[config.mk]
export PLATFORM = sky130hd
export DESIGN_NAME = bpm_ctrl
export DESIGN_NICKNAME = d
export VERILOG_FILES = /design/src/core/bpm_pkg.sv /design/src/core/bpm_ctrl.sv
export SDC_FILE = /design/constraint.sdc
export NUM_CORES = 1
export LEC_CHECK = 0
export BUFFER_PORTS_ARGS = -buffer_cell sky130_fd_sc_hd__buf_4
export CAP_MARGIN = 10
export CORE_MARGIN = 10
export CORE_UTILIZATION = 50
export CTS_CLUSTER_SIZE = 8
export DETAILED_ROUTE_END_ITERATION = 12
export HOLD_SLACK_MARGIN = 0.05
export PLACE_DENSITY = 0.71
export SETUP_SLACK_MARGIN = 0.3
export SYNTH_ARGS = -nofsm -noshare
export SYNTH_HDL_FRONTEND = slang
export SYNTH_SLANG_ARGS = --single-unit
[constraint.sdc]
create_clock -name clk_i -period 2.3 [get_ports clk_i]
set_input_delay 0.46 -clock clk_i [delete_from_list [all_inputs] [get_ports clk_i]]
set_output_delay 0.46 -clock clk_i [all_outputs]
set_load 0.005 [all_outputs]
[src/core/bpm_pkg.sv]
// Constants for the burst and protection mode controller
// What this block does
// (RQ1) Blanking counter held at zero normally; counts once feedback drops below low-load level.
// (RQ2) Burst mode entered only when blanking reaches 20ms with feedback still low.
// (RQ3) Burst entry sets burst flag and turns internal bias off, stopping switching.
// (RQ4) In burst, feedback above wake level turns bias and switching back on.
// (RQ5) In burst, the reduced current-limit comparator replaces the normal limit.
// (RQ6) In burst, feedback down at sleep level turns bias off again.
// (RQ7) Feedback above high level ends burst and restores the full current limit.
// (RQ8) Latched shutdown persists until supply falls below the reset level.
// (RQ9) Overvoltage, heat, shorted winding, low pin latch; overload, undervoltage restart.
// (RQ10) Supply overvoltage counts only while feedback is also above high level.
// (RQ11) While latched, lockout runs start-up cell: on below 10.5V, off above 18V.
// (RQ12) While latched, no start-up phase and no switching ever begin.
// (RQ13) Over-temperature indication enters latched shutdown.
// (RQ14) Over-temperature and overvoltage pass an 8.0us spike filter first.
// (RQ15) In normal operation the main current limit ends each switching pulse.
// (RQ16) Secondary-fault comparator trip enters latched shutdown at once.
// (RQ17) Low restart-delay pin forces latch, ignored for 1ms after start-up.
// (RQ18) High feedback starts blanking; at 20ms the pin clamp is released.
// (RQ19) After blanking, pin reaching 4.0V enters restart after an 8.0us filter.
// (RQ20) After clamp release the pin charges up, extending blanking by capacitor.
// (RQ21) Supply undervoltage enters automatic restart and a new start-up cycle.
// (RQ22) Restart always runs a start-up with switching, then rechecks the fault.
// (RQ23) Blanking timer disabled during soft start.
// (RQ24) Burst uses basic blanking only; restart uses basic plus extended blanking.
// (RQ25) Comparator outputs synchronised before use; timers count clock cycles.
// (RQ26) Latched shutdown outranks restart and burst, forcing switching off.
package bpm_pkg;
  // Clock rate
  localparam int CLK_MHZ = 250;
  localparam int CLK_KHZ = 250000;
  // Times as printed
  localparam int BLANK_MS = 20;
  localparam int SPIKE_NS = 8000;
  localparam int EXT_LATCH_MS = 1;
  // Cycle counts, least times rounded up
  localparam int BLANK_CYC = BLANK_MS * CLK_KHZ;
  localparam int SPIKE_CYC = (SPIKE_NS * CLK_MHZ + 999) / 1000;
  localparam int EXT_LATCH_CYC = EXT_LATCH_MS * CLK_KHZ;
  localparam logic [11:0] SPIKE_CNT = 12'(SPIKE_CYC);
  // Comparator input positions
  localparam int NIN = 16;
  localparam int I_FEED_LOW = 0;
  localparam int I_FEED_WAKE = 1;
  localparam int I_FEED_SLEEP = 2;
  localparam int I_FEED_HIGH = 3;
  localparam int I_VCC_OV = 4;
  localparam int I_VCC_UV = 5;
  localparam int I_VCC_RST = 6;
  localparam int I_VCC_ON = 7;
  localparam int I_VCC_LO = 8;
  localparam int I_OTP = 9;
  localparam int I_CS_MAIN = 10;
  localparam int I_CS_RED = 11;
  localparam int I_CS_FAULT = 12;
  localparam int I_PIN_LOW = 13;
  localparam int I_PIN_HIGH = 14;
  localparam int I_SOFT = 15;
  // Spike filter channels
  localparam int F_OVP = 0;
  localparam int F_OTP = 1;
  localparam int F_PIN = 2;
  // Register map (byte addresses)
  localparam logic [3:0] ADDR_CTRL = 4'h0;
  localparam logic [3:0] ADDR_STAT = 4'h4;
  localparam logic [31:0] CTRL_RST = 32'h0000_0001;
  localparam int CTRL_EXT_EN = 0;
  localparam int ST_BIAS = 6;
  localparam int ST_CLAMP = 7;
  localparam int ST_CELL = 8;
  localparam int ST_CAUSE = 9;
  // Operating modes
  typedef enum logic [5:0] {
    ST_OFF     = 6'h01,
    ST_START   = 6'h02,
    ST_NORMAL  = 6'h04,
    ST_BURST   = 6'h08,
    ST_RESTART = 6'h10,
    ST_LATCH   = 6'h20
  } bpm_state_t;
endpackage : bpm_pkg

[src/core/bpm_ctrl.sv]
// Burst, latched-off and auto-restart mode control with Wishbone registers
`timescale 1ns/1ps
module bpm_ctrl #(
  parameter int BLANK_CYCLES = bpm_pkg::BLANK_CYC,
  parameter int EXT_LATCH_CYCLES = bpm_pkg::EXT_LATCH_CYC
) (
  // Clock and reset
  input wire logic clk_i,
  input wire logic rst_i,
  // Wishbone slave
  input wire logic cyc_i,
  input wire logic stb_i,
  input wire logic we_i,
  input wire logic [3:0] adr_i,
  input wire logic [3:0] sel_i,
  input wire logic [31:0] dat_i,
  output logic [31:0] dat_o,
  output logic ack_o,
  // Feedback comparators
  input wire logic feedback_low_i,
  input wire logic feedback_wake_i,
  input wire logic feedback_sleep_i,
  input wire logic feedback_high_i,
  // Supply comparators
  input wire logic vcc_ov_i,
  input wire logic vcc_uv_i,
  input wire logic vcc_rst_i,
  input wire logic vcc_on_i,
  input wire logic vcc_lo_i,
  // Current sense and temperature
  input wire logic otp_i,
  input wire logic cs_main_i,
  input wire logic cs_red_i,
  input wire logic cs_fault_i,
  // Restart delay pin and soft start
  input wire logic pin_low_i,
  input wire logic pin_high_i,
  input wire logic soft_start_i,
  // Control outputs
  output logic bias_en_o,
  output logic reduced_limit_o,
  output logic switch_en_o,
  output logic pulse_end_o,
  output logic startup_cell_o,
  output logic pin_clamp_o,
  output logic burst_o,
  output logic latched_o
);
  import bpm_pkg::*;

  logic [NIN-1:0] raw;
  logic [NIN-1:0] sync1_q;
  logic [NIN-1:0] s;
  bpm_state_t st_q;
  bpm_state_t st_d;
  logic [22:0] blank_q;
  logic blank_done;
  logic [17:0] ext_q;
  logic ext_done;
  logic [2:0] filt_in;
  logic [2:0] filt_q;
  logic [11:0] filt_cnt_q [3];
  logic clamp_q;
  logic bias_q;
  logic bias_d;
  logic cell_q;
  logic [3:0] cause_q;
  logic [3:0] cause;
  logic latch_go;
  logic burst_go;
  logic active;
  logic [31:0] ctrl_q;
  logic req;

  // Gather comparator outputs
  assign raw = {soft_start_i, pin_high_i, pin_low_i, cs_fault_i, cs_red_i, cs_main_i,
                otp_i, vcc_lo_i, vcc_on_i, vcc_rst_i, vcc_uv_i, vcc_ov_i,
                feedback_high_i, feedback_sleep_i, feedback_wake_i, feedback_low_i};

  // Two-stage synchronisers
  always_ff @(posedge clk_i) begin
    if (rst_i) begin
      sync1_q <= '0;
      s <= '0;
    end else begin
      sync1_q <= raw; // [RQ25]
      s <= sync1_q;
    end
  end

  // States in which the converter is running
  assign active = (st_q == ST_START) || (st_q == ST_NORMAL) || (st_q == ST_BURST);

  // Blanking counter, only outside soft start
  always_ff @(posedge clk_i) begin
    if (rst_i) begin
      blank_q <= '0;
    end else if (st_q == ST_NORMAL && (s[I_FEED_LOW] || s[I_FEED_HIGH])) begin // [RQ1] [RQ23]
      if (!blank_done) begin
        blank_q <= blank_q + 23'h1; // [RQ25]
      end
    end else begin
      blank_q <= '0; // [RQ1]
    end
  end
  assign blank_done = (blank_q == 23'(BLANK_CYCLES));

  // Pin clamp released after basic blanking under overload
  always_ff @(posedge clk_i) begin
    if (rst_i) begin
      clamp_q <= 1'b1;
    end else if (st_q == ST_NORMAL && s[I_FEED_HIGH] && blank_done) begin
      clamp_q <= 1'b0; // [RQ18] [RQ20]
    end else if (!(st_q == ST_NORMAL && s[I_FEED_HIGH])) begin
      clamp_q <= 1'b1;
    end
  end

  // Start-up blanking of the external latch request
  always_ff @(posedge clk_i) begin
    if (rst_i) begin
      ext_q <= '0;
    end else if (st_q != ST_START && st_d == ST_START) begin
      ext_q <= '0; // [RQ17]
    end else if (!ext_done) begin
      ext_q <= ext_q + 18'h1;
    end
  end
  assign ext_done = (ext_q == 18'(EXT_LATCH_CYCLES));

  // Inputs to the spike filters
  always_comb begin
    filt_in = '0;
    filt_in[F_OVP] = s[I_VCC_OV] && s[I_FEED_HIGH]; // [RQ10]
    filt_in[F_OTP] = s[I_OTP]; // [RQ13]
    filt_in[F_PIN] = !clamp_q && s[I_PIN_HIGH] && s[I_FEED_HIGH]; // [RQ19] [RQ24]
  end

  // Spike filters: output rises after a full quiet-free window
  for (genvar i = 0; i < 3; i++) begin : g_filt
    always_ff @(posedge clk_i) begin
      if (rst_i) begin
        filt_cnt_q[i] <= '0;
        filt_q[i] <= 1'b0;
      end else if (!filt_in[i]) begin
        filt_cnt_q[i] <= '0;
        filt_q[i] <= 1'b0;
      end else if (filt_cnt_q[i] != SPIKE_CNT) begin
        filt_cnt_q[i] <= filt_cnt_q[i] + 12'h1; // [RQ14]
      end else begin
        filt_q[i] <= 1'b1; // [RQ14] [RQ19]
      end
    end
  end

  // Latch causes: overvoltage, heat, secondary fault, low pin
  always_comb begin
    cause = '0;
    cause[0] = filt_q[F_OVP]; // [RQ9]
    cause[1] = filt_q[F_OTP]; // [RQ13]
    cause[2] = s[I_CS_FAULT]; // [RQ16]
    cause[3] = s[I_PIN_LOW] && ext_done && ctrl_q[CTRL_EXT_EN]; // [RQ17]
  end
  assign latch_go = active && (cause != 4'h0);
  assign burst_go = blank_done && s[I_FEED_LOW];

  // Mode sequencing, latch first
  always_comb begin
    st_d = st_q;
    case (st_q)
      ST_OFF, ST_RESTART: begin
        if (s[I_VCC_ON]) begin
          st_d = ST_START; // [RQ22]
        end
      end
      ST_START: begin
        if (latch_go) begin
          st_d = ST_LATCH; // [RQ26]
        end else if (s[I_VCC_UV]) begin
          st_d = ST_RESTART; // [RQ21]
        end else if (!s[I_SOFT]) begin
          st_d = ST_NORMAL; // [RQ22]
        end
      end
      ST_NORMAL: begin
        if (latch_go) begin
          st_d = ST_LATCH; // [RQ9] [RQ26]
        end else if (s[I_VCC_UV] || filt_q[F_PIN]) begin
          st_d = ST_RESTART; // [RQ9] [RQ19] [RQ21]
        end else if (burst_go) begin
          st_d = ST_BURST; // [RQ2]
        end
      end
      ST_BURST: begin
        if (latch_go) begin
          st_d = ST_LATCH; // [RQ26]
        end else if (s[I_VCC_UV]) begin
          st_d = ST_RESTART; // [RQ21]
        end else if (s[I_FEED_HIGH]) begin
          st_d = ST_NORMAL; // [RQ7]
        end
      end
      ST_LATCH: begin
        if (s[I_VCC_RST]) begin
          st_d = ST_OFF; // [RQ8]
        end
      end
      default: st_d = ST_OFF;
    endcase
  end

  // Mode register and latch cause capture
  always_ff @(posedge clk_i) begin
    if (rst_i) begin
      st_q <= ST_OFF;
      cause_q <= '0;
    end else begin
      st_q <= st_d;
      if (st_q != ST_LATCH && st_d == ST_LATCH) begin
        cause_q <= cause;
      end else if (st_d != ST_LATCH) begin
        cause_q <= '0;
      end
    end
  end

  // Internal bias: off on burst entry, bursts between wake and sleep
  always_comb begin
    bias_d = 1'b0;
    if (st_d == ST_START || st_d == ST_NORMAL) begin
      bias_d = 1'b1;
    end else if (st_d == ST_BURST) begin
      if (st_q != ST_BURST) begin
        bias_d = 1'b0; // [RQ3]
      end else if (s[I_FEED_WAKE]) begin
        bias_d = 1'b1; // [RQ4]
      end else if (s[I_FEED_SLEEP]) begin
        bias_d = 1'b0; // [RQ6]
      end else begin
        bias_d = bias_q;
      end
    end
  end

  // Undervoltage lockout hysteresis for the start-up cell
  always_ff @(posedge clk_i) begin
    if (rst_i) begin
      cell_q <= 1'b1;
    end else if (active) begin
      cell_q <= 1'b0;
    end else if (s[I_VCC_LO]) begin
      cell_q <= 1'b1; // [RQ11]
    end else if (s[I_VCC_ON]) begin
      cell_q <= 1'b0; // [RQ11]
    end
  end

  // Registered control outputs
  always_ff @(posedge clk_i) begin
    if (rst_i) begin
      bias_q <= 1'b0;
      bias_en_o <= 1'b0;
      reduced_limit_o <= 1'b0;
      switch_en_o <= 1'b0;
      burst_o <= 1'b0;
      latched_o <= 1'b0;
      pin_clamp_o <= 1'b1;
      startup_cell_o <= 1'b1;
      pulse_end_o <= 1'b0;
    end else begin
      bias_q <= bias_d;
      bias_en_o <= bias_d; // [RQ3] [RQ26]
      reduced_limit_o <= (st_d == ST_BURST); // [RQ5] [RQ7]
      switch_en_o <= bias_d && (st_d != ST_LATCH); // [RQ12] [RQ26]
      burst_o <= (st_d == ST_BURST); // [RQ3]
      latched_o <= (st_d == ST_LATCH);
      pin_clamp_o <= clamp_q; // [RQ20]
      startup_cell_o <= cell_q;
      // Same mode as the limit select, so both change on one edge
      if (st_d == ST_BURST) begin
        pulse_end_o <= s[I_CS_RED]; // [RQ5]
      end else begin
        pulse_end_o <= s[I_CS_MAIN]; // [RQ15]
      end
    end
  end

  // Wishbone classic slave, one wait state
  assign req = cyc_i && stb_i && !ack_o;
  always_ff @(posedge clk_i) begin
    if (rst_i) begin
      ack_o <= 1'b0;
      dat_o <= '0;
      ctrl_q <= CTRL_RST;
    end else begin
      ack_o <= req;
      dat_o <= '0;
      // Write lands on the edge at which the master sees ack
      if (ack_o && cyc_i && stb_i && we_i && adr_i == ADDR_CTRL) begin
        for (int b = 0; b < 4; b++) begin
          if (sel_i[b]) begin
            ctrl_q[8*b +: 8] <= dat_i[8*b +: 8];
          end
        end
      end
      if (req && !we_i && adr_i == ADDR_CTRL) begin
        dat_o <= ctrl_q;
      end else if (req && !we_i && adr_i == ADDR_STAT) begin
        dat_o <= {19'h0, cause_q, cell_q, !clamp_q, bias_q, st_q};
      end
    end
  end

  // Checks
  blank_zero_a: assert property (@(posedge clk_i) disable iff (rst_i) // [RQ1]
    (st_q != ST_NORMAL) |=> (blank_q == 23'h0))
    else $error("blanking counter not held at zero");
  burst_entry_a: assert property (@(posedge clk_i) disable iff (rst_i) // [RQ2]
    (st_q != ST_BURST) ##1 (st_q == ST_BURST) |-> $past(burst_go))
    else $error("burst entered without blanking");
  burst_bias_a: assert property (@(posedge clk_i) disable iff (rst_i) // [RQ3]
    (st_q == ST_NORMAL) ##1 (st_q == ST_BURST) |-> !bias_en_o && burst_o)
    else $error("bias on at burst entry");
  wake_bias_a: assert property (@(posedge clk_i) disable iff (rst_i) // [RQ4]
    (st_q == ST_BURST && st_d == ST_BURST && s[I_FEED_WAKE]) |=> bias_en_o && switch_en_o)
    else $error("burst did not wake");
  sleep_bias_a: assert property (@(posedge clk_i) disable iff (rst_i) // [RQ6]
    (st_q == ST_BURST && st_d == ST_BURST && !s[I_FEED_WAKE] && s[I_FEED_SLEEP])
    |=> !bias_en_o)
    else $error("burst did not sleep");
  reduced_sel_a: assert property (@(posedge clk_i) disable iff (rst_i) // [RQ5]
    reduced_limit_o == (st_q == ST_BURST))
    else $error("current limit selection wrong");
  burst_exit_a: assert property (@(posedge clk_i) disable iff (rst_i) // [RQ7]
    (st_q == ST_BURST && s[I_FEED_HIGH] && !latch_go && !s[I_VCC_UV])
    |=> ##1 !reduced_limit_o)
    else $error("full limit not restored");
  latch_hold_a: assert property (@(posedge clk_i) disable iff (rst_i) // [RQ8]
    (st_q == ST_LATCH && !s[I_VCC_RST]) |=> (st_q == ST_LATCH))
    else $error("latch left early");
  latch_quiet_a: assert property (@(posedge clk_i) disable iff (rst_i) // [RQ12]
    (st_q == ST_LATCH) |-> !switch_en_o && !bias_en_o)
    else $error("switching while latched");
  fault_latch_a: assert property (@(posedge clk_i) disable iff (rst_i) // [RQ16]
    (active && s[I_CS_FAULT]) |=> (st_q == ST_LATCH) ##1 latched_o)
    else $error("secondary fault not latched");
  uv_restart_a: assert property (@(posedge clk_i) disable iff (rst_i) // [RQ21]
    (active && s[I_VCC_UV]) |=> (st_q == ST_RESTART || st_q == ST_LATCH))
    else $error("undervoltage did not restart");
  ovp_filter_a: assert property (@(posedge clk_i) disable iff (rst_i) // [RQ14]
    $rose(filt_q[F_OVP]) |-> $past(filt_in[F_OVP]) && $past(filt_in[F_OVP], 8)
    && ($past(filt_cnt_q[F_OVP]) == SPIKE_CNT))
    else $error("overvoltage filter too short");
  burst_cycle_c: cover property (@(posedge clk_i) disable iff (rst_i)
    burst_o && !bias_en_o ##1 bias_en_o [*2] ##1 !bias_en_o);
  latch_reset_c: cover property (@(posedge clk_i) disable iff (rst_i)
    (st_q == ST_LATCH) ##1 (st_q == ST_OFF));
  restart_c: cover property (@(posedge clk_i) disable iff (rst_i)
    (st_q == ST_RESTART) ##1 (st_q == ST_START));
endmodule : bpm_ctrl

# Yosys cells after proc, flatten, opt, wreduce, memory -nomap -nowiden
# Memories as Yosys holds them, arrays and structs flattened.
# Index checks and enable logic that the tools add are counted.
# Widths: inputs -> output; s select.
# word_totals
out_inout_bits,41
mem_count,1
ram_bits,36
word_cells,161
regBits,160
input_bits,61
# memory_table
name,depth,word_bits,read_ports,rd_clocked_by_memory_dff,wr,line_no,source
filt_cnt_q,3,12,3,0,3,bpm_ctrl.sv:62,logic [11:0] filt_cnt_q [3];
# classes
add_sub_neg,5
mux,56
n_eq_ne,21
bitwise_logic,10
reduce_logical,44
# ops
operator,n
$mux 12,6
$mux 6,11
$add 12x1->12 const B,3
$ne 12x11->1 const B,3
$mux 1,34
$mux 32,1
$pmux 6 s5,1
$add 23x1->23 const B,1
$eq 23x23->1 const B,1
$logic_and 1x1->1,22
$add 18x1->18 const B,1
$eq 18x18->1 const B,1
$mux 13,1
$eq 6x2->1 const B,2
$eq 6x3->1 const B,2
$eq 6x4->1 const B,2
$eq 6x6->1 const B,2
$ne 6x6->1 const B,2
$reduce_or 2->1,6
$mux 4,2
$reduce_and 2->1,4
$eq 6x1->1 const B,1
$eq 6x5->1 const B,1
$ne 6x2->1 const B,1
other kinds (11),25

# Longest topological paths before layout
# Gate-level depths: netlist of run 1.
# depth
ltp_word,11
mapped_depth,8
mapped_depth_nobuf,8

# Least setup slack after synthesis of run 1
# No wires, ideal clock.
# synth_path
path_type,register to register
start,memory filt_cnt_q[2][0]
end,memory filt_cnt_q[2][10] (data pin)
setup_ns,0.266
n_path_buf,1
path_stages_with_launch,8
arrival_ns,1.565
required_ns,2.034
synth_period_minus_slack_ns,1.831
path_slack_ns,0.469
path_cell_list,edfxtp_1 inv_1 ha_1 nor4b_1 nand4b_1 o21ai_0 clkbuf_1 nor2_1
# synth_rtl
item,line_no
"start, declared",bpm_ctrl.sv:62

# Worst setup path after layout of run 1
# layout_path
start,register ext_q[2]
end,register switch_en_o
# layout_via
elab_chain_cells,11
word_cells_on_any_way,17
cone_classes,eq/ne: 5; mux: 6; reduce/logical: 6
# layout_lines
item,line_no,source
"start, declared",bpm_ctrl.sv:58,logic [17:0] ext_q;
"start signal, assigned",bpm_ctrl.sv:126,ext_q <= ext_q + 18'h1;
$eq 18x18->1 (*),bpm_ctrl.sv:129,assign ext_done = (ext_q == 18'(EXT_LATCH_CYCLES));
$logic_and 1x1->1 (*) (2 in a row),bpm_ctrl.sv:162,cause[3] = s[I_PIN_LOW] && ext_done && ctrl_q[CTRL_EXT_EN];
$reduce_bool 4->1 (*),bpm_ctrl.sv:164,assign latch_go = active && (cause != 4'h0);
$logic_and 1x1->1 (*),bpm_ctrl.sv:164,
"$mux 6, on equally long branches","bpm_ctrl.sv:195, bpm_ctrl.sv:177, bpm_ctrl.sv:186",
$pmux 6 s5 (*),bpm_ctrl.sv:170,case (st_q)
"$eq 6x4->1, or another cell as far along",bpm_ctrl.sv:232,end else if (st_d == ST_BURST) begin
$mux 1 or $logic_or 1x1->1 (tied branches),"bpm_ctrl.sv:232, bpm_ctrl.sv:230",
$mux 1,bpm_ctrl.sv:230,if (st_d == ST_START || st_d == ST_NORMAL) begin
$logic_and 1x1->1 (*),bpm_ctrl.sv:274,switch_en_o <= bias_d && (st_d != ST_LATCH);
"end signal, assigned",bpm_ctrl.sv:274,
"end, declared",bpm_ctrl.sv:42,"output logic switch_en_o,"
# Mark *: on every way between the ends. The rest lies on a longest branch, timed or not.
# A chain may end at the register's enable or synchronous reset.

==> results of run 1 <==
Yosys cell counts, types with 2 or more instances:
master,count
sky130_fd_sc_hd__o41a_2,2
sky130_fd_sc_hd__nand3_1,37
sky130_fd_sc_hd__dfxtp_1,160
sky130_fd_sc_hd__nor4_1,2
sky130_fd_sc_hd__edfxtp_1,36
sky130_fd_sc_hd__and2_1,24
sky130_fd_sc_hd__a22oi_1,3
sky130_fd_sc_hd__ha_1,10
sky130_fd_sc_hd__nor4b_1,10
sky130_fd_sc_hd__and4_1,6
sky130_fd_sc_hd__or3_1,4
sky130_fd_sc_hd__o21a_1,4
sky130_fd_sc_hd__a31oi_1,2
sky130_fd_sc_hd__or4b_1,2
sky130_fd_sc_hd__nor2b_1,36
sky130_fd_sc_hd__and3_1,12
sky130_fd_sc_hd__nor3_2,3
sky130_fd_sc_hd__xnor2_1,25
sky130_fd_sc_hd__xor2_1,40
sky130_fd_sc_hd__or2_2,4
sky130_fd_sc_hd__nor3_1,10
sky130_fd_sc_hd__clkbuf_1,21
sky130_fd_sc_hd__nand4_1,10
sky130_fd_sc_hd__nand4b_1,4
sky130_fd_sc_hd__o21bai_1,3
sky130_fd_sc_hd__mux2i_1,12
sky130_fd_sc_hd__nor3b_1,4
sky130_fd_sc_hd__nand3b_1,5
sky130_fd_sc_hd__buf_2,7
sky130_fd_sc_hd__nand2b_1,7
sky130_fd_sc_hd__inv_1,21
sky130_fd_sc_hd__nand2_1,102
sky130_fd_sc_hd__a21oi_1,45
sky130_fd_sc_hd__o21ai_0,9
sky130_fd_sc_hd__nor2_1,116
logic make-up (layout without fill, tap and decap cells):
logic type / after synthesis / after routing / share of synthesized area (%)
multiplexers: 12 / 12 / 1.54
buffers and inverters: 51 / 163 / 2.62
XOR/XNOR: 65 / 65 / 7.31
AND/OR/NAND/NOR: 401 / 401 / 25.7
flip-flops: 196 / 196 / 55.0
AO/OA/AOI/OAI: 80 / 80 / 6.22
adder cells (fa/ha/maj): 10 / 10 / 1.61
per-layer routing:
metal	up-vias	part of all wire, %	global-route usage [%]
met5	-	0	0
met4	0	2.1	5.05
met3	24	3.6	4.60
met2	85	50	26.8
met1	2687	44	19.8
li1	2936	-	-
through the flow:
stage	cell area, sq um	utilization [%]	worst slack [ps]
2_1_floorplan	7790	-	469
3_3_place_gp	8750	57.4	270
3_5_place_dp	8750	57.4	184
4_1_cts	9350	61.3	316
5_1_grt	9460	62.0	294
6_report	9460	62.0	384
how the worst min path moves through the flow:
stage | to | cells after the start | start | slack, ps
CTS | sync1_q[12]$_SDFF_PP0_ | 2 | cs_fault_i | 230
floorplan | s[0]$_SDFF_PP0_ | 1 | sync1_q[0]$_SDFF_PP0_ | 410
global placement | s[2]$_SDFF_PP0_ | 1 | sync1_q[2]$_SDFF_PP0_ | 420
global route | sync1_q[14]$_SDFF_PP0_ | 2 | pin_high_i | 220
finish | sync1_q[12]$_SDFF_PP0_ | 2 | cs_fault_i | 240
detailed placement | s[12]$_SDFF_PP0_ | 1 | sync1_q[12]$_SDFF_PP0_ | 420
layout by cell type, fill, tap and decap left out, types with 10 or more instances in the layout:
cell	n
sky130_fd_sc_hd__nand3_1	37
sky130_fd_sc_hd__nand4_1	10
sky130_fd_sc_hd__edfxtp_1	36
sky130_fd_sc_hd__xor2_1	40
sky130_fd_sc_hd__nand2_1	99
sky130_fd_sc_hd__inv_1	21
sky130_fd_sc_hd__clkbuf_16	17
sky130_fd_sc_hd__ha_1	10
sky130_fd_sc_hd__a21oi_1	45
sky130_fd_sc_hd__nor2_1	116
sky130_fd_sc_hd__nor2b_1	36
sky130_fd_sc_hd__dfxtp_1	159
sky130_fd_sc_hd__and2_1	24
sky130_fd_sc_hd__mux2i_1	12
sky130_fd_sc_hd__buf_4	110
sky130_fd_sc_hd__xnor2_1	25
sky130_fd_sc_hd__and3_1	12
sequential cells by signal, summed over array words and instances (netlist names), 2 cells and up:
| register | flops |
|---|---|
| blank_q | 23 |
| s | 16 |
| cause_q | 4 |
| sync1_q | 16 |
| ctrl_q | 32 |
| cause | 2 |
| st_q | 6 |
| dat_o | 32 |
| ext_q | 18 |
| filt_cnt_q | 36 |
timing repair:
action,4_1_cts,5_1_grt
pin swaps,0,4
setup endpoints to repair,5,98
gates cloned,0,0
buffers inserted,0,0
gates resized for setup,1,24
final cells by class:
class | instances | share of cell area [%]
clock buffers | 19 | 4.79
clock inverters | 13 | 1.43
inverters | 21 | 0.834
multi-input cells | 568 | 36.1
flip-flops and latches | 196 | 45.3
well taps | 211 | 2.79
repair buffers | 110 | 8.73
worst max-delay path, cell delays in order, from the launching register on:
cell,delay (ps)
sky130_fd_sc_hd__dfxtp_2,340
sky130_fd_sc_hd__or4b_4,550
sky130_fd_sc_hd__nor3_4,180
sky130_fd_sc_hd__and4_4,310
sky130_fd_sc_hd__nand4b_1,150
sky130_fd_sc_hd__a21oi_2,80
sky130_fd_sc_hd__o21bai_1,180
power by group through the flow:
stage                     sequential [mW]  combinational [mW]  clock, mW
final                                3.55               0.236       2.95
after global routing                 3.55               0.260       3.15
after CTS                            3.55               0.234       3.01
after detailed placement             3.63               0.232          0
after global placement               3.63               0.230          0
after floorplan                      3.62               0.119          0
==> flow_summary.html, run 1 <==
<table>
<tr><th>Metric</th><th>Value</th></tr>
<tr><th colspan="2">Run status</th></tr>
<tr><td>Status</td><td>complete, no violations</td></tr>
<tr><th colspan="2">Placement</th></tr>
<tr><td>DP HPWL</td><td>between 10000 and 15000 microns</td></tr>
<tr><td>Final weighted congestion in routability-driven placement</td><td>around 0.86</td></tr>
<tr><td>Count of input and output buffers</td><td>101</td></tr>
<tr><td>Instance count after placement with tap cells included</td><td>1106</td></tr>
<tr><th colspan="2">Global route</th></tr>
<tr><td>Residual overflow from global routing</td><td>0</td></tr>
<tr><td>First-pass GRT wire length</td><td>approximately 27000 microns</td></tr>
<tr><td>Via count of the first global-routing pass</td><td>5710</td></tr>
<tr><td>Initial antenna violation count</td><td>0</td></tr>
<tr><td>Largest net degree at the start of global routing</td><td>between 40 and 50</td></tr>
<tr><td>Global router's overall resource usage</td><td>16.1%</td></tr>
<tr><th colspan="2">Worst setup path</th></tr>
<tr><td>RR Startpoint</td><td>ext_q[2]$_SDFFE_PP0P_</td></tr>
<tr><td>Start-to-end type of the worst setup path</td><td>flip-flop to flip-flop</td></tr>
<tr><td>Peak fanout along the critical path</td><td>6</td></tr>
<tr><td>Register-to-register path setup slack</td><td>about 380 ps</td></tr>
<tr><td>End point of the critical path</td><td>switch_en_o$_SDFF_PP0_</td></tr>
<tr><td>End of the worst register-to-register path</td><td>switch_en_o$_SDFF_PP0_</td></tr>
<tr><td>Setup crit start</td><td>ext_q[2]$_SDFFE_PP0P_</td></tr>
<tr><td>Logic depth of the worst register-to-register path</td><td>6</td></tr>
<tr><td>Startpoint kind of the worst setup timing path</td><td>flip-flop</td></tr>
<tr><td>Crit path DAT</td><td>2220 ps</td></tr>
<tr><td>CP Data Required Time</td><td>2610 ps</td></tr>
<tr><td>Type of element capturing the critical path</td><td>flip-flop</td></tr>
<tr><th colspan="2">Power and ir drop</th></tr>
<tr><td>Clock share of power</td><td>between 40% and 50%</td></tr>
<tr><td>Static Leak</td><td>3.57 nW</td></tr>
<tr><td>Switching power of the nets</td><td>1.49 mW</td></tr>
<tr><td>Fraction of power consumed by combinational cells</td><td>roughly 3.5%</td></tr>
<tr><td>Maximum vdd ir drop</td><td>roughly 0.55 mV</td></tr>
<tr><td>Final Total Pwr</td><td>approximately 6.7 mW</td></tr>
<tr><td>Pwr Density</td><td>about 700 nW/um^2</td></tr>
<tr><td>Sequential cell fraction of total power</td><td>about 53%</td></tr>
<tr><td>Sw Share</td><td>~22%</td></tr>
<tr><td>Total internal power</td><td>about 5.2 mW</td></tr>
<tr><th colspan="2">STA</th></tr>
<tr><td>Transition time at the pin with the least slew margin</td><td>around 1100 ps</td></tr>
<tr><td>Final-layout worst hold slack</td><td>~240 ps</td></tr>
<tr><td>Minimum period implied by the final worst setup slack</td><td>~1900 ps</td></tr>
<tr><td>Final Hold Vio Count</td><td>0</td></tr>
<tr><td>RSZ-0062 raised after global routing</td><td>yes</td></tr>
<tr><td>Skew final</td><td>12.3 ps</td></tr>
<tr><td>Post-route clock period utilization</td><td>roughly 83%</td></tr>
<tr><td>Max Slew Vio Count</td><td>0</td></tr>
<tr><td>Final setup violating endpoints</td><td>0</td></tr>
<tr><td>Max Clk Rate</td><td>between 500 and 600 MHz</td></tr>
<tr><td>Worst rel slew slack</td><td>between 20% and 30%</td></tr>
<tr><td>Setup TNS Final</td><td>0 ps</td></tr>
<tr><th colspan="2">Floorplan</th></tr>
<tr><td>Starting density of the core</td><td>around 50%</td></tr>
<tr><td>Num rows</td><td>45</td></tr>
<tr><td>Die X</td><td>around 140 microns</td></tr>
<tr><td>Count of pins on the block boundary</td><td>102</td></tr>
<tr><td>Core Region</td><td>between 15000 and 20000 sq um</td></tr>
<tr><td>Die H</td><td>around 140 microns</td></tr>
<tr><td>Die footprint</td><td>around 21000 sq um</td></tr>
<tr><th colspan="2">Clock network</th></tr>
<tr><td>Number of buffers between clock root and the deepest sink</td><td>2</td></tr>
<tr><td>CTS Root Buffer Type</td><td>sky130_fd_sc_hd__clkbuf_16</td></tr>
<tr><td>TritonCTS clock tree</td><td>done</td></tr>
<tr><td>Total clock buffers created by CTS</td><td>17</td></tr>
<tr><td>Clock transition time at the flip-flop clock pins of the worst setup and hold paths</td><td>70 ps</td></tr>
<tr><td>Clock Sink Count</td><td>196</td></tr>
<tr><td>Total of hold buffers inserted after clock tree synthesis</td><td>0</td></tr>
<tr><td>Clock Latency Late Sink</td><td>about 430 ps</td></tr>
<tr><td>H-Tree Level Count</td><td>4</td></tr>
<tr><th colspan="2">Synth</th></tr>
<tr><td>Net count of the mapped netlist</td><td>around 890</td></tr>
<tr><td>Total standard cell area after synthesis</td><td>7790 sq um</td></tr>
<tr><td>Count of flip-flops with a built-in enable after synthesis</td><td>36</td></tr>
<tr><td>Number of distinct library cells after synthesis</td><td>between 50 and 60</td></tr>
<tr><td>Async set-reset flop share out of synthesis</td><td>0%</td></tr>
<tr><td>Total of warnings raised by yosys</td><td>0</td></tr>
<tr><td>Top-area cell type share of the netlist area</td><td>approximately two fifths</td></tr>
<tr><td>Library cell occupying the most area in the post-synthesis netlist</td><td>sky130_fd_sc_hd__dfxtp_1</td></tr>
<tr><td>Post-Syn Area per Cell</td><td>about 9.6 sq um</td></tr>
<tr><td>Mapped Cells</td><td>~820</td></tr>
<tr><td>Number of synthesized register bits</td><td>about 200</td></tr>
<tr><td>Share of the yosys chip area belonging to registers</td><td>55.0%</td></tr>
<tr><td>Leading post-synthesis cells by cell area</td><td>sky130_fd_sc_hd__dfxtp_1 41%, sky130_fd_sc_hd__edfxtp_1 14%, sky130_fd_sc_hd__nor2_1 5.6%</td></tr>
<tr><td>Flip-flop cell with the highest count after synthesis</td><td>sky130_fd_sc_hd__dfxtp_1</td></tr>
<tr><th colspan="2">Route</th></tr>
<tr><td>Routed wire length</td><td>~17000 microns</td></tr>
<tr><td>Routed WL per cell</td><td>14.8 microns</td></tr>
<tr><td>First-iteration detailed-routing DRC count</td><td>approximately 280</td></tr>
<tr><td>Post-route antenna net violation count</td><td>0</td></tr>
<tr><td>Remaining DRCs</td><td>0</td></tr>
<tr><td>Via count of the routed design</td><td>between 5k and 6k</td></tr>
<tr><td>Via-to-Cell Ratio</td><td>5.04</td></tr>
<tr><td>Drt pass-1 iters</td><td>4</td></tr>
<tr><th colspan="2">Cells and area</th></tr>
<tr><td>Area of the multi-input gates</td><td>between 3000 and 4000 sq um</td></tr>
<tr><td>Ratio of cells with drive above 1 in the final layout</td><td>a little under a fifth</td></tr>
<tr><td>Sequential standard cell area</td><td>~4300 sq um</td></tr>
<tr><td>Number of fill cells in the layout</td><td>1267</td></tr>
<tr><td>Post-layout instance count excluding filler cells</td><td>roughly 1.1k</td></tr>
<tr><td>Final net count</td><td>roughly 1000</td></tr>
<tr><td>Layout Area Growth over Synthesis</td><td>21.4%</td></tr>
<tr><td>N_diodes</td><td>0</td></tr>
<tr><th colspan="2">Run</th></tr>
<tr><td>Max-cap violations</td><td>0</td></tr>
<tr><th colspan="2">Min path</th></tr>
<tr><td>Path category of the worst min-delay check</td><td>primary input to flip-flop</td></tr>
</table>
(Power assumes the default switching activity.)
==> inputs of run 2 (changes only) <==
- PLACE_DENSITY: 0.71 -> 0.73
- clock period: 2.3 -> 1.7 ns (I/O delays scaled with it)
==> flow_summary.html, run 2 (same netlist as run 1, synthesis figures left out) <==
<table>
<tr><th>Metric</th><th>Value</th></tr>
<tr><th colspan="2">Cells and area</th></tr>
<tr><td>Sequential standard cell area</td><td>4320 sq um (was 4290 sq um)</td></tr>
<tr><td>Top register by number of flip-flops</td><td>filt_cnt_q (unchanged)</td></tr>
<tr><td>Commonest cells after routing, fill and taps aside</td><td>187 x sky130_fd_sc_hd__buf_4, 138 x sky130_fd_sc_hd__dfxtp_1, 63 x sky130_fd_sc_hd__nand2_1 (was 159 x sky130_fd_sc_hd__dfxtp_1, 116 x sky130_fd_sc_hd__nor2_1, 110 x sky130_fd_sc_hd__buf_4)</td></tr>
<tr><td>Area of the multi-input gates</td><td>4420 sq um (was 3410 sq um)</td></tr>
<tr><td>Largest regs</td><td>filt_cnt_q (36), ctrl_q (32), dat_o (32) (unchanged)</td></tr>
<tr><td>Final instance area</td><td>11500 sq um (was 9460 sq um)</td></tr>
<tr><td>Layout Area Growth over Synthesis</td><td>48.2% (was 21.4%)</td></tr>
<tr><td>N_diodes</td><td>0 (unchanged)</td></tr>
<tr><td>Final net count</td><td>1095 (was 985)</td></tr>
<tr><td>Ratio of cells with drive above 1 in the final layout</td><td>47.3% (was 18.7%)</td></tr>
<tr><td>Post-layout instance count excluding filler cells</td><td>1248 (was 1138)</td></tr>
<tr><td>Leading cell type in the layout, fill and taps excluded</td><td>sky130_fd_sc_hd__buf_4 (was sky130_fd_sc_hd__dfxtp_1)</td></tr>
<tr><td>Number of flip-flops under the largest register name</td><td>36 (unchanged)</td></tr>
<tr><td>Number of fill cells in the layout</td><td>982 (was 1267)</td></tr>
<tr><th colspan="2">Route</th></tr>
<tr><td>Routed WL per cell</td><td>16.6 microns (was 14.8 microns)</td></tr>
<tr><td>First-iteration detailed-routing DRC count</td><td>320 (was 275)</td></tr>
<tr><td>Remaining DRCs</td><td>0 (unchanged)</td></tr>
<tr><td>Routed wire length</td><td>20800 microns (was 16800 microns)</td></tr>
<tr><td>Post-route antenna net violation count</td><td>0 (unchanged)</td></tr>
<tr><td>Drt pass-1 iters</td><td>4 (unchanged)</td></tr>
<tr><td>Via count of the routed design</td><td>6451 (was 5732)</td></tr>
<tr><td>Via-to-Cell Ratio</td><td>5.17 (was 5.04)</td></tr>
<tr><th colspan="2">Worst setup path</th></tr>
<tr><td>CP Data Required Time</td><td>2080 ps (was 2610 ps)</td></tr>
<tr><td>End of the worst register-to-register path</td><td>cause_q[0]$_SDFFE_PP0P_ (was switch_en_o$_SDFF_PP0_)</td></tr>
<tr><td>Start-to-end type of the worst setup path</td><td>flip-flop to flip-flop (unchanged)</td></tr>
<tr><td>Peak fanout along the critical path</td><td>4 (was 6)</td></tr>
<tr><td>Register-to-register path setup slack</td><td>-180 ps (was 380 ps)</td></tr>
<tr><td>Startpoint kind of the worst setup timing path</td><td>flip-flop (unchanged)</td></tr>
<tr><td>RR Startpoint</td><td>ext_q[1]$_SDFFE_PP0P_ (was ext_q[2]$_SDFFE_PP0P_)</td></tr>
<tr><td>Logic depth of the worst register-to-register path</td><td>9 (was 6)</td></tr>
<tr><td>Crit path DAT</td><td>2260 ps (was 2220 ps)</td></tr>
<tr><td>Type of element capturing the critical path</td><td>flip-flop (unchanged)</td></tr>
<tr><th colspan="2">Floorplan</th></tr>
<tr><td>Die H</td><td>145 microns (unchanged)</td></tr>
<tr><td>Die X</td><td>145 microns (unchanged)</td></tr>
<tr><td>Die footprint</td><td>21000 sq um (unchanged)</td></tr>
<tr><td>Count of pins on the block boundary</td><td>102 (unchanged)</td></tr>
<tr><td>Core Region</td><td>15300 sq um (unchanged)</td></tr>
<tr><td>Num rows</td><td>45 (unchanged)</td></tr>
<tr><td>Starting density of the core</td><td>51.0% (unchanged)</td></tr>
<tr><th colspan="2">Global route</th></tr>
<tr><td>Global router's overall resource usage</td><td>18.5% (was 16.1%)</td></tr>
<tr><td>Via count of the first global-routing pass</td><td>6484 (was 5710)</td></tr>
<tr><td>First-pass GRT wire length</td><td>30800 microns (was 27100 microns)</td></tr>
<tr><td>Residual overflow from global routing</td><td>0 (unchanged)</td></tr>
<tr><td>Largest net degree at the start of global routing</td><td>26 (was 45)</td></tr>
<tr><td>Initial antenna violation count</td><td>0 (unchanged)</td></tr>
<tr><th colspan="2">STA</th></tr>
<tr><td>Skew final</td><td>14.7 ps (was 12.3 ps)</td></tr>
<tr><td>Post-route clock period utilization</td><td>111% (was 83.3%)</td></tr>
<tr><td>RSZ-0062 raised after global routing</td><td>yes (unchanged)</td></tr>
<tr><td>Post-layout worst setup margin</td><td>-180 ps (was 384 ps)</td></tr>
<tr><td>Worst rel slew slack</td><td>44.3% (was 27.5%)</td></tr>
<tr><td>Final Hold Vio Count</td><td>0 (unchanged)</td></tr>
<tr><td>Transition time at the pin with the least slew margin</td><td>834 ps (was 1080 ps)</td></tr>
<tr><td>Final setup violating endpoints</td><td>49 (was 0)</td></tr>
<tr><td>Max Slew Vio Count</td><td>0 (unchanged)</td></tr>
<tr><td>Max Clk Rate</td><td>532 MHz (was 522 MHz)</td></tr>
<tr><td>Final-layout worst hold slack</td><td>97.9 ps (was 235 ps)</td></tr>
<tr><td>Minimum period implied by the final worst setup slack</td><td>1880 ps (was 1920 ps)</td></tr>
<tr><th colspan="2">Clock network</th></tr>
<tr><td>Total clock buffers created by CTS</td><td>17 (unchanged)</td></tr>
<tr><td>CTS Root Buffer Type</td><td>sky130_fd_sc_hd__clkbuf_16 (unchanged)</td></tr>
<tr><td>TritonCTS clock tree</td><td>done (unchanged)</td></tr>
<tr><td>Clock transition time at the flip-flop clock pins of the worst setup and hold paths</td><td>80 ps (was 70 ps)</td></tr>
<tr><td>Clock Latency Late Sink</td><td>450 ps (was 430 ps)</td></tr>
<tr><td>Clock Sink Count</td><td>196 (unchanged)</td></tr>
<tr><td>Number of buffers between clock root and the deepest sink</td><td>2 (unchanged)</td></tr>
<tr><td>H-Tree Level Count</td><td>4 (unchanged)</td></tr>
<tr><th colspan="2">Run</th></tr>
<tr><td>Max-cap violations</td><td>0 (unchanged)</td></tr>
<tr><th colspan="2">Min path</th></tr>
<tr><td>Hold endpoint</td><td>sync1_q[6]$_SDFF_PP0_ (was sync1_q[12]$_SDFF_PP0_)</td></tr>
<tr><td>Min-Delay Path Depth</td><td>2 (unchanged)</td></tr>
<tr><td>Min-delay src</td><td>vcc_rst_i (was cs_fault_i)</td></tr>
<tr><td>Path category of the worst min-delay check</td><td>primary input to flip-flop (unchanged)</td></tr>
<tr><th colspan="2">Power and ir drop</th></tr>
<tr><td>Static Leak</td><td>4.41 nW (was 3.57 nW)</td></tr>
<tr><td>Maximum vdd ir drop</td><td>0.729 mV (was 0.554 mV)</td></tr>
<tr><td>Pwr Density</td><td>811 nW/um^2 (was 712 nW/um^2)</td></tr>
<tr><td>Final Total Pwr</td><td>9.36 mW (was 6.73 mW)</td></tr>
<tr><th colspan="2">Placement</th></tr>
<tr><td>Count of input and output buffers</td><td>101 (unchanged)</td></tr>
<tr><td>Instance count after placement with tap cells included</td><td>1169 (was 1106)</td></tr>
<tr><td>DP HPWL</td><td>12500 microns (was 11700 microns)</td></tr>
<tr><td>Placed standard-cell area</td><td>9430 sq um (was 8750 sq um)</td></tr>
<tr><td>Final weighted congestion in routability-driven placement</td><td>0.843 (was 0.863)</td></tr>
<tr><th colspan="2">Run status</th></tr>
<tr><td>Status</td><td>finished with violations (was complete, no violations)</td></tr>
<tr><td>Failing checks</td><td>negative setup slack</td></tr>
</table>
[run 2: cell types whose count changed in the layout (fill, tap and decap cells not counted), sizes merged]
cell | before | now
buf | 110 | 216
clkinv | 2 | 7
inv | 30 | 27
nand2 | 102 | 105
clkbuf | 19 | 17
nand2b | 7 | 8
[run 2: cell type report]
type                    instances  area share, %
multi-input cells             572           38.3
well taps                     211           2.29
clock inverters                15           1.58
repair buffers                216           16.0
clock buffers                  17           3.69
flip-flops and latches        196           37.4
inverters                      21          0.683
[run 2: worst max path at each step]
stage,start,end,slack (ps),depth (start not counted)
floorplan,ext_q[3]$_SDFFE_PP0P_,bias_q$_SDFF_PP0_,-20,6
global placement,ext_q[1]$_SDFFE_PP0P_,switch_en_o$_SDFF_PP0_,-120,8
detailed placement,ext_q[1]$_SDFFE_PP0P_,switch_en_o$_SDFF_PP0_,-180,8
CTS,ext_q[9]$_SDFFE_PP0P_,st_q[0]$_SDFF_PP1_,-100,6
global route,s[3]$_SDFF_PP0_,filt_cnt_q[0][5]$_SDFFCE_PN0P_,-260,5
finish,ext_q[1]$_SDFFE_PP0P_,cause_q[0]$_SDFFE_PP0P_,-180,9
[run 2: timing repair]
action | 4_1_cts | 5_1_grt
hold buffers | 0 | 0
pin swaps | 37 | 107
endpoints found under the hold margin | 0 | 0
gates cloned | 7 | 1
setup buffers | 22 | 17
setup endpoints to repair | 164 | 178
gates resized for setup | 105 | 173
[run 2: power breakdown]
part	total (mW)	switching, mW	internal [mW]
sequential	4.79	0.0346	4.76
clock	4.06	1.96	2.11
combinational	0.505	0.228	0.277
[run 2: metal layers]
metal	GRT usage [%]	up-vias	wire [microns]
met4	7.39	0	443
li1	-	3161	-
met2	32.2	156	10900
met3	6.10	37	1300
met1	20.5	3097	8120
met5	0	-	0
[run 2: critical path, stage by stage (launching register included)]
cell	delay (ps)
sky130_fd_sc_hd__dfxtp_2	320
sky130_fd_sc_hd__inv_1	70
sky130_fd_sc_hd__ha_1	150
sky130_fd_sc_hd__nand4b_1	140
sky130_fd_sc_hd__nor4b_2	400
sky130_fd_sc_hd__and4_4	340
sky130_fd_sc_hd__buf_4	130
sky130_fd_sc_hd__o41a_2	110
sky130_fd_sc_hd__a21oi_1	40
sky130_fd_sc_hd__o2bb2ai_1	130
[run 2: per-stage QoR]
step | setup TNS (ps) | utilization (%) | setup WS, ps
2_1_floorplan | -43.0 | - | -15.0
3_3_place_gp | -830 | 61.8 | -122
3_5_place_dp | -3220 | 61.8 | -180
4_1_cts | -720 | 70.5 | -105
5_1_grt | -9920 | 75.6 | -258
6_report | -3290 | 75.6 | -180
==> inputs of run 3 (changes only) <==
- CELL_PAD_IN_SITES_DETAIL_PLACEMENT: default -> 1
- CELL_PAD_IN_SITES_GLOBAL_PLACEMENT: default -> 1
- CORE_UTILIZATION: 50 -> 40
- PLACE_DENSITY: 0.73 -> default
- PLACE_DENSITY_LB_ADDON: default -> 0.1
==> flow_summary.html, run 3 (same netlist as run 1, synthesis figures left out) <==
<table>
<tr><th>Metric</th><th>Value</th></tr>
<tr><th colspan="2">Cells and area</th></tr>
<tr><td>Final net count</td><td>1127 (was 1095)</td></tr>
<tr><td>N_diodes</td><td>0 (unchanged)</td></tr>
<tr><td>Commonest cells after routing, fill and taps aside</td><td>206 x sky130_fd_sc_hd__buf_4, 136 x sky130_fd_sc_hd__dfxtp_1, 53 x sky130_fd_sc_hd__nand2_1, 53 x sky130_fd_sc_hd__nor2_4 (was 187 x sky130_fd_sc_hd__buf_4, 138 x sky130_fd_sc_hd__dfxtp_1, 63 x sky130_fd_sc_hd__nand2_1)</td></tr>
<tr><td>Area of the multi-input gates</td><td>4850 sq um (was 4420 sq um)</td></tr>
<tr><td>Number of fill cells in the layout</td><td>1983 (was 982)</td></tr>
<tr><td>Top register by number of flip-flops</td><td>filt_cnt_q (unchanged)</td></tr>
<tr><td>Leading cell type in the layout, fill and taps excluded</td><td>sky130_fd_sc_hd__buf_4 (unchanged)</td></tr>
<tr><td>Final core utilization</td><td>65.2% (was 75.6%)</td></tr>
<tr><td>Final instance area</td><td>12400 sq um (was 11500 sq um)</td></tr>
<tr><td>Layout Area Growth over Synthesis</td><td>58.8% (was 48.2%)</td></tr>
<tr><td>Sequential standard cell area</td><td>4330 sq um (was 4320 sq um)</td></tr>
<tr><td>Largest regs</td><td>filt_cnt_q (36), ctrl_q (32), dat_o (32) (unchanged)</td></tr>
<tr><td>Ratio of cells with drive above 1 in the final layout</td><td>53.8% (was 47.3%)</td></tr>
<tr><td>Number of flip-flops under the largest register name</td><td>36 (unchanged)</td></tr>
<tr><th colspan="2">Global route</th></tr>
<tr><td>Via count of the first global-routing pass</td><td>7465 (was 6484)</td></tr>
<tr><td>Global router's overall resource usage</td><td>19.6% (was 18.5%)</td></tr>
<tr><td>Initial antenna violation count</td><td>0 (unchanged)</td></tr>
<tr><td>Largest net degree at the start of global routing</td><td>32 (was 26)</td></tr>
<tr><td>First-pass GRT wire length</td><td>40400 microns (was 30800 microns)</td></tr>
<tr><td>Residual overflow from global routing</td><td>0 (unchanged)</td></tr>
<tr><th colspan="2">Worst setup path</th></tr>
<tr><td>Type of element capturing the critical path</td><td>flip-flop (unchanged)</td></tr>
<tr><td>CP Data Required Time</td><td>2020 ps (was 2080 ps)</td></tr>
<tr><td>Peak fanout along the critical path</td><td>4 (unchanged)</td></tr>
<tr><td>Register-to-register path setup slack</td><td>-250 ps (was -180 ps)</td></tr>
<tr><td>Start-to-end type of the worst setup path</td><td>flip-flop to flip-flop (unchanged)</td></tr>
<tr><td>End of the worst register-to-register path</td><td>st_q[0]$_SDFF_PP1_ (was cause_q[0]$_SDFFE_PP0P_)</td></tr>
<tr><td>RR Startpoint</td><td>ext_q[2]$_SDFFE_PP0P_ (was ext_q[1]$_SDFFE_PP0P_)</td></tr>
<tr><td>Startpoint kind of the worst setup timing path</td><td>flip-flop (unchanged)</td></tr>
<tr><td>Logic depth of the worst register-to-register path</td><td>6 (was 9)</td></tr>
<tr><td>Crit path DAT</td><td>2270 ps (was 2260 ps)</td></tr>
<tr><th colspan="2">STA</th></tr>
<tr><td>RSZ-0062 raised after global routing</td><td>yes (unchanged)</td></tr>
<tr><td>Final setup violating endpoints</td><td>64 (was 49)</td></tr>
<tr><td>Final-layout worst hold slack</td><td>107 ps (was 97.9 ps)</td></tr>
<tr><td>Final Hold Vio Count</td><td>0 (unchanged)</td></tr>
<tr><td>Skew final</td><td>13.0 ps (was 14.7 ps)</td></tr>
<tr><td>Worst rel slew slack</td><td>48.9% (was 44.3%)</td></tr>
<tr><td>Max Slew Vio Count</td><td>0 (unchanged)</td></tr>
<tr><td>Minimum period implied by the final worst setup slack</td><td>1950 ps (was 1880 ps)</td></tr>
<tr><td>Max Clk Rate</td><td>513 MHz (was 532 MHz)</td></tr>
<tr><td>Post-layout worst setup margin</td><td>-249 ps (was -180 ps)</td></tr>
<tr><td>Post-route clock period utilization</td><td>115% (was 111%)</td></tr>
<tr><td>Transition time at the pin with the least slew margin</td><td>764 ps (was 834 ps)</td></tr>
<tr><th colspan="2">Power and ir drop</th></tr>
<tr><td>Maximum vdd ir drop</td><td>0.663 mV (was 0.729 mV)</td></tr>
<tr><td>Pwr Density</td><td>767 nW/um^2 (was 811 nW/um^2)</td></tr>
<tr><td>Static Leak</td><td>4.68 nW (was 4.41 nW)</td></tr>
<tr><th colspan="2">Placement</th></tr>
<tr><td>Post-place setup slack</td><td>-262 ps (was -180 ps)</td></tr>
<tr><td>Placed standard-cell area</td><td>9500 sq um (was 9430 sq um)</td></tr>
<tr><td>Final weighted congestion in routability-driven placement</td><td>0.818 (was 0.843)</td></tr>
<tr><td>DP HPWL</td><td>15700 microns (was 12500 microns)</td></tr>
<tr><td>Count of input and output buffers</td><td>101 (unchanged)</td></tr>
<tr><th colspan="2">Floorplan</th></tr>
<tr><td>Die H</td><td>160 microns (was 145 microns)</td></tr>
<tr><td>Die X</td><td>160 microns (was 145 microns)</td></tr>
<tr><td>Num rows</td><td>50 (was 45)</td></tr>
<tr><td>Core Region</td><td>19000 sq um (was 15300 sq um)</td></tr>
<tr><td>Die footprint</td><td>25400 sq um (was 21000 sq um)</td></tr>
<tr><td>Count of pins on the block boundary</td><td>102 (unchanged)</td></tr>
<tr><td>Starting density of the core</td><td>41.1% (was 51.0%)</td></tr>
<tr><th colspan="2">Clock network</th></tr>
<tr><td>H-Tree Level Count</td><td>4 (unchanged)</td></tr>
<tr><td>TritonCTS clock tree</td><td>done (unchanged)</td></tr>
<tr><td>CTS Root Buffer Type</td><td>sky130_fd_sc_hd__clkbuf_16 (unchanged)</td></tr>
<tr><td>Clock Latency Late Sink</td><td>450 ps (about the same)</td></tr>
<tr><td>Clock transition time at the flip-flop clock pins of the worst setup and hold paths</td><td>80 ps (about the same)</td></tr>
<tr><td>Total clock buffers created by CTS</td><td>17 (unchanged)</td></tr>
<tr><td>Number of buffers between clock root and the deepest sink</td><td>2 (unchanged)</td></tr>
<tr><td>Clock Sink Count</td><td>196 (unchanged)</td></tr>
<tr><th colspan="2">Route</th></tr>
<tr><td>First-iteration detailed-routing DRC count</td><td>329 (was 320)</td></tr>
<tr><td>Via-to-Cell Ratio</td><td>5.15 (was 5.17)</td></tr>
<tr><td>Post-route antenna net violation count</td><td>0 (unchanged)</td></tr>
<tr><td>Routed WL per cell</td><td>21.5 microns (was 16.6 microns)</td></tr>
<tr><td>Remaining DRCs</td><td>0 (unchanged)</td></tr>
<tr><td>Drt pass-1 iters</td><td>5 (was 4)</td></tr>
<tr><td>Routed wire length</td><td>28500 microns (was 20800 microns)</td></tr>
<tr><td>Via count of the routed design</td><td>6843 (was 6451)</td></tr>
<tr><th colspan="2">Min path</th></tr>
<tr><td>Min-Delay Path Depth</td><td>2 (unchanged)</td></tr>
<tr><td>Hold endpoint</td><td>sync1_q[11]$_SDFF_PP0_ (was sync1_q[6]$_SDFF_PP0_)</td></tr>
<tr><td>Min-delay src</td><td>cs_red_i (was vcc_rst_i)</td></tr>
<tr><td>Path category of the worst min-delay check</td><td>primary input to flip-flop (unchanged)</td></tr>
<tr><th colspan="2">Run</th></tr>
<tr><td>Max-cap violations</td><td>0 (unchanged)</td></tr>
<tr><th colspan="2">Run status</th></tr>
<tr><td>Status</td><td>finished with violations (unchanged)</td></tr>
<tr><td>Failing checks</td><td>negative setup slack (unchanged)</td></tr>
</table>
-- run 3: area by class of cell --
class / count / area share [%]
Clock inverter: 14 / 1.09
Clock buffer: 18 / 3.55
Multi-Input combinational cell: 572 / 39.3
Inverter: 21 / 0.638
Sequential cell: 196 / 35.0
Timing Repair Buffer: 248 / 17.8
Tap cell: 260 / 2.63
-- run 3: how the worst max path moves through the flow --
stage	startpoint	depth (start not counted)	slack, ps	to
after global routing	ext_q[0]$_SDFFE_PP0P_	8	-280	st_q[0]$_SDFF_PP1_
after CTS	ext_q[9]$_SDFFE_PP0P_	6	-120	switch_en_o$_SDFF_PP0_
after global placement	ext_q[0]$_SDFFE_PP0P_	8	-90	switch_en_o$_SDFF_PP0_
after detailed placement	blank_q[1]$_SDFFE_PP0P_	8	-260	switch_en_o$_SDFF_PP0_
after floorplan	ext_q[3]$_SDFFE_PP0P_	6	-20	bias_q$_SDFF_PP0_
final	ext_q[2]$_SDFFE_PP0P_	6	-250	st_q[0]$_SDFF_PP1_
-- run 3: metrics by stage --
step	setup TNS, ps	std cells	total power, mW
6_report	-7860	1329	9.49
5_1_grt	-14200	1329	9.79
4_1_cts	-1030	1303	9.40
3_5_place_dp	-4350	1218	5.29
3_3_place_gp	-566	1218	5.27
2_1_floorplan	-43.0	815	5.08
-- run 3: layer usage --
layer,vias up,global-route usage (%),part of all wire [%]
met2,126,35.9,55
met3,51,4.29,2.9
met5,-,0,0
met4,0,6.66,2.9
li1,3222,-,-
met1,3444,21.8,39
-- run 3: critical path, cell delays in order, from the launching register on --
cell and delay (ps):
sky130_fd_sc_hd__dfxtp_2 320, sky130_fd_sc_hd__or4b_4 550, sky130_fd_sc_hd__nor3_4 210, sky130_fd_sc_hd__and4_4 290, sky130_fd_sc_hd__o41a_2 180, sky130_fd_sc_hd__a21oi_1 70
sky130_fd_sc_hd__o32a_1 200
-- run 3: power breakdown --
| part | internal, mW | switching [mW] | leakage [nW] | total [mW] |
|---|---|---|---|---|
| logic | 0.339 | 0.285 | 2.64 | 0.624 |
| registers | 4.75 | 0.0487 | 1.75 | 4.80 |
| clock network | 1.99 | 2.07 | 0.285 | 4.06 |
-- run 3: repair_timing --
| item | CTS | global route |
|---|---|---|
| hold buffers | 0 | 0 |
| gates resized for setup | 178 | 200 |
| cloned | 10 | 1 |
| endpoints found under the setup margin | 165 | 164 |
| buffers inserted | 43 | 25 |
| pin swaps | 70 | 104 |
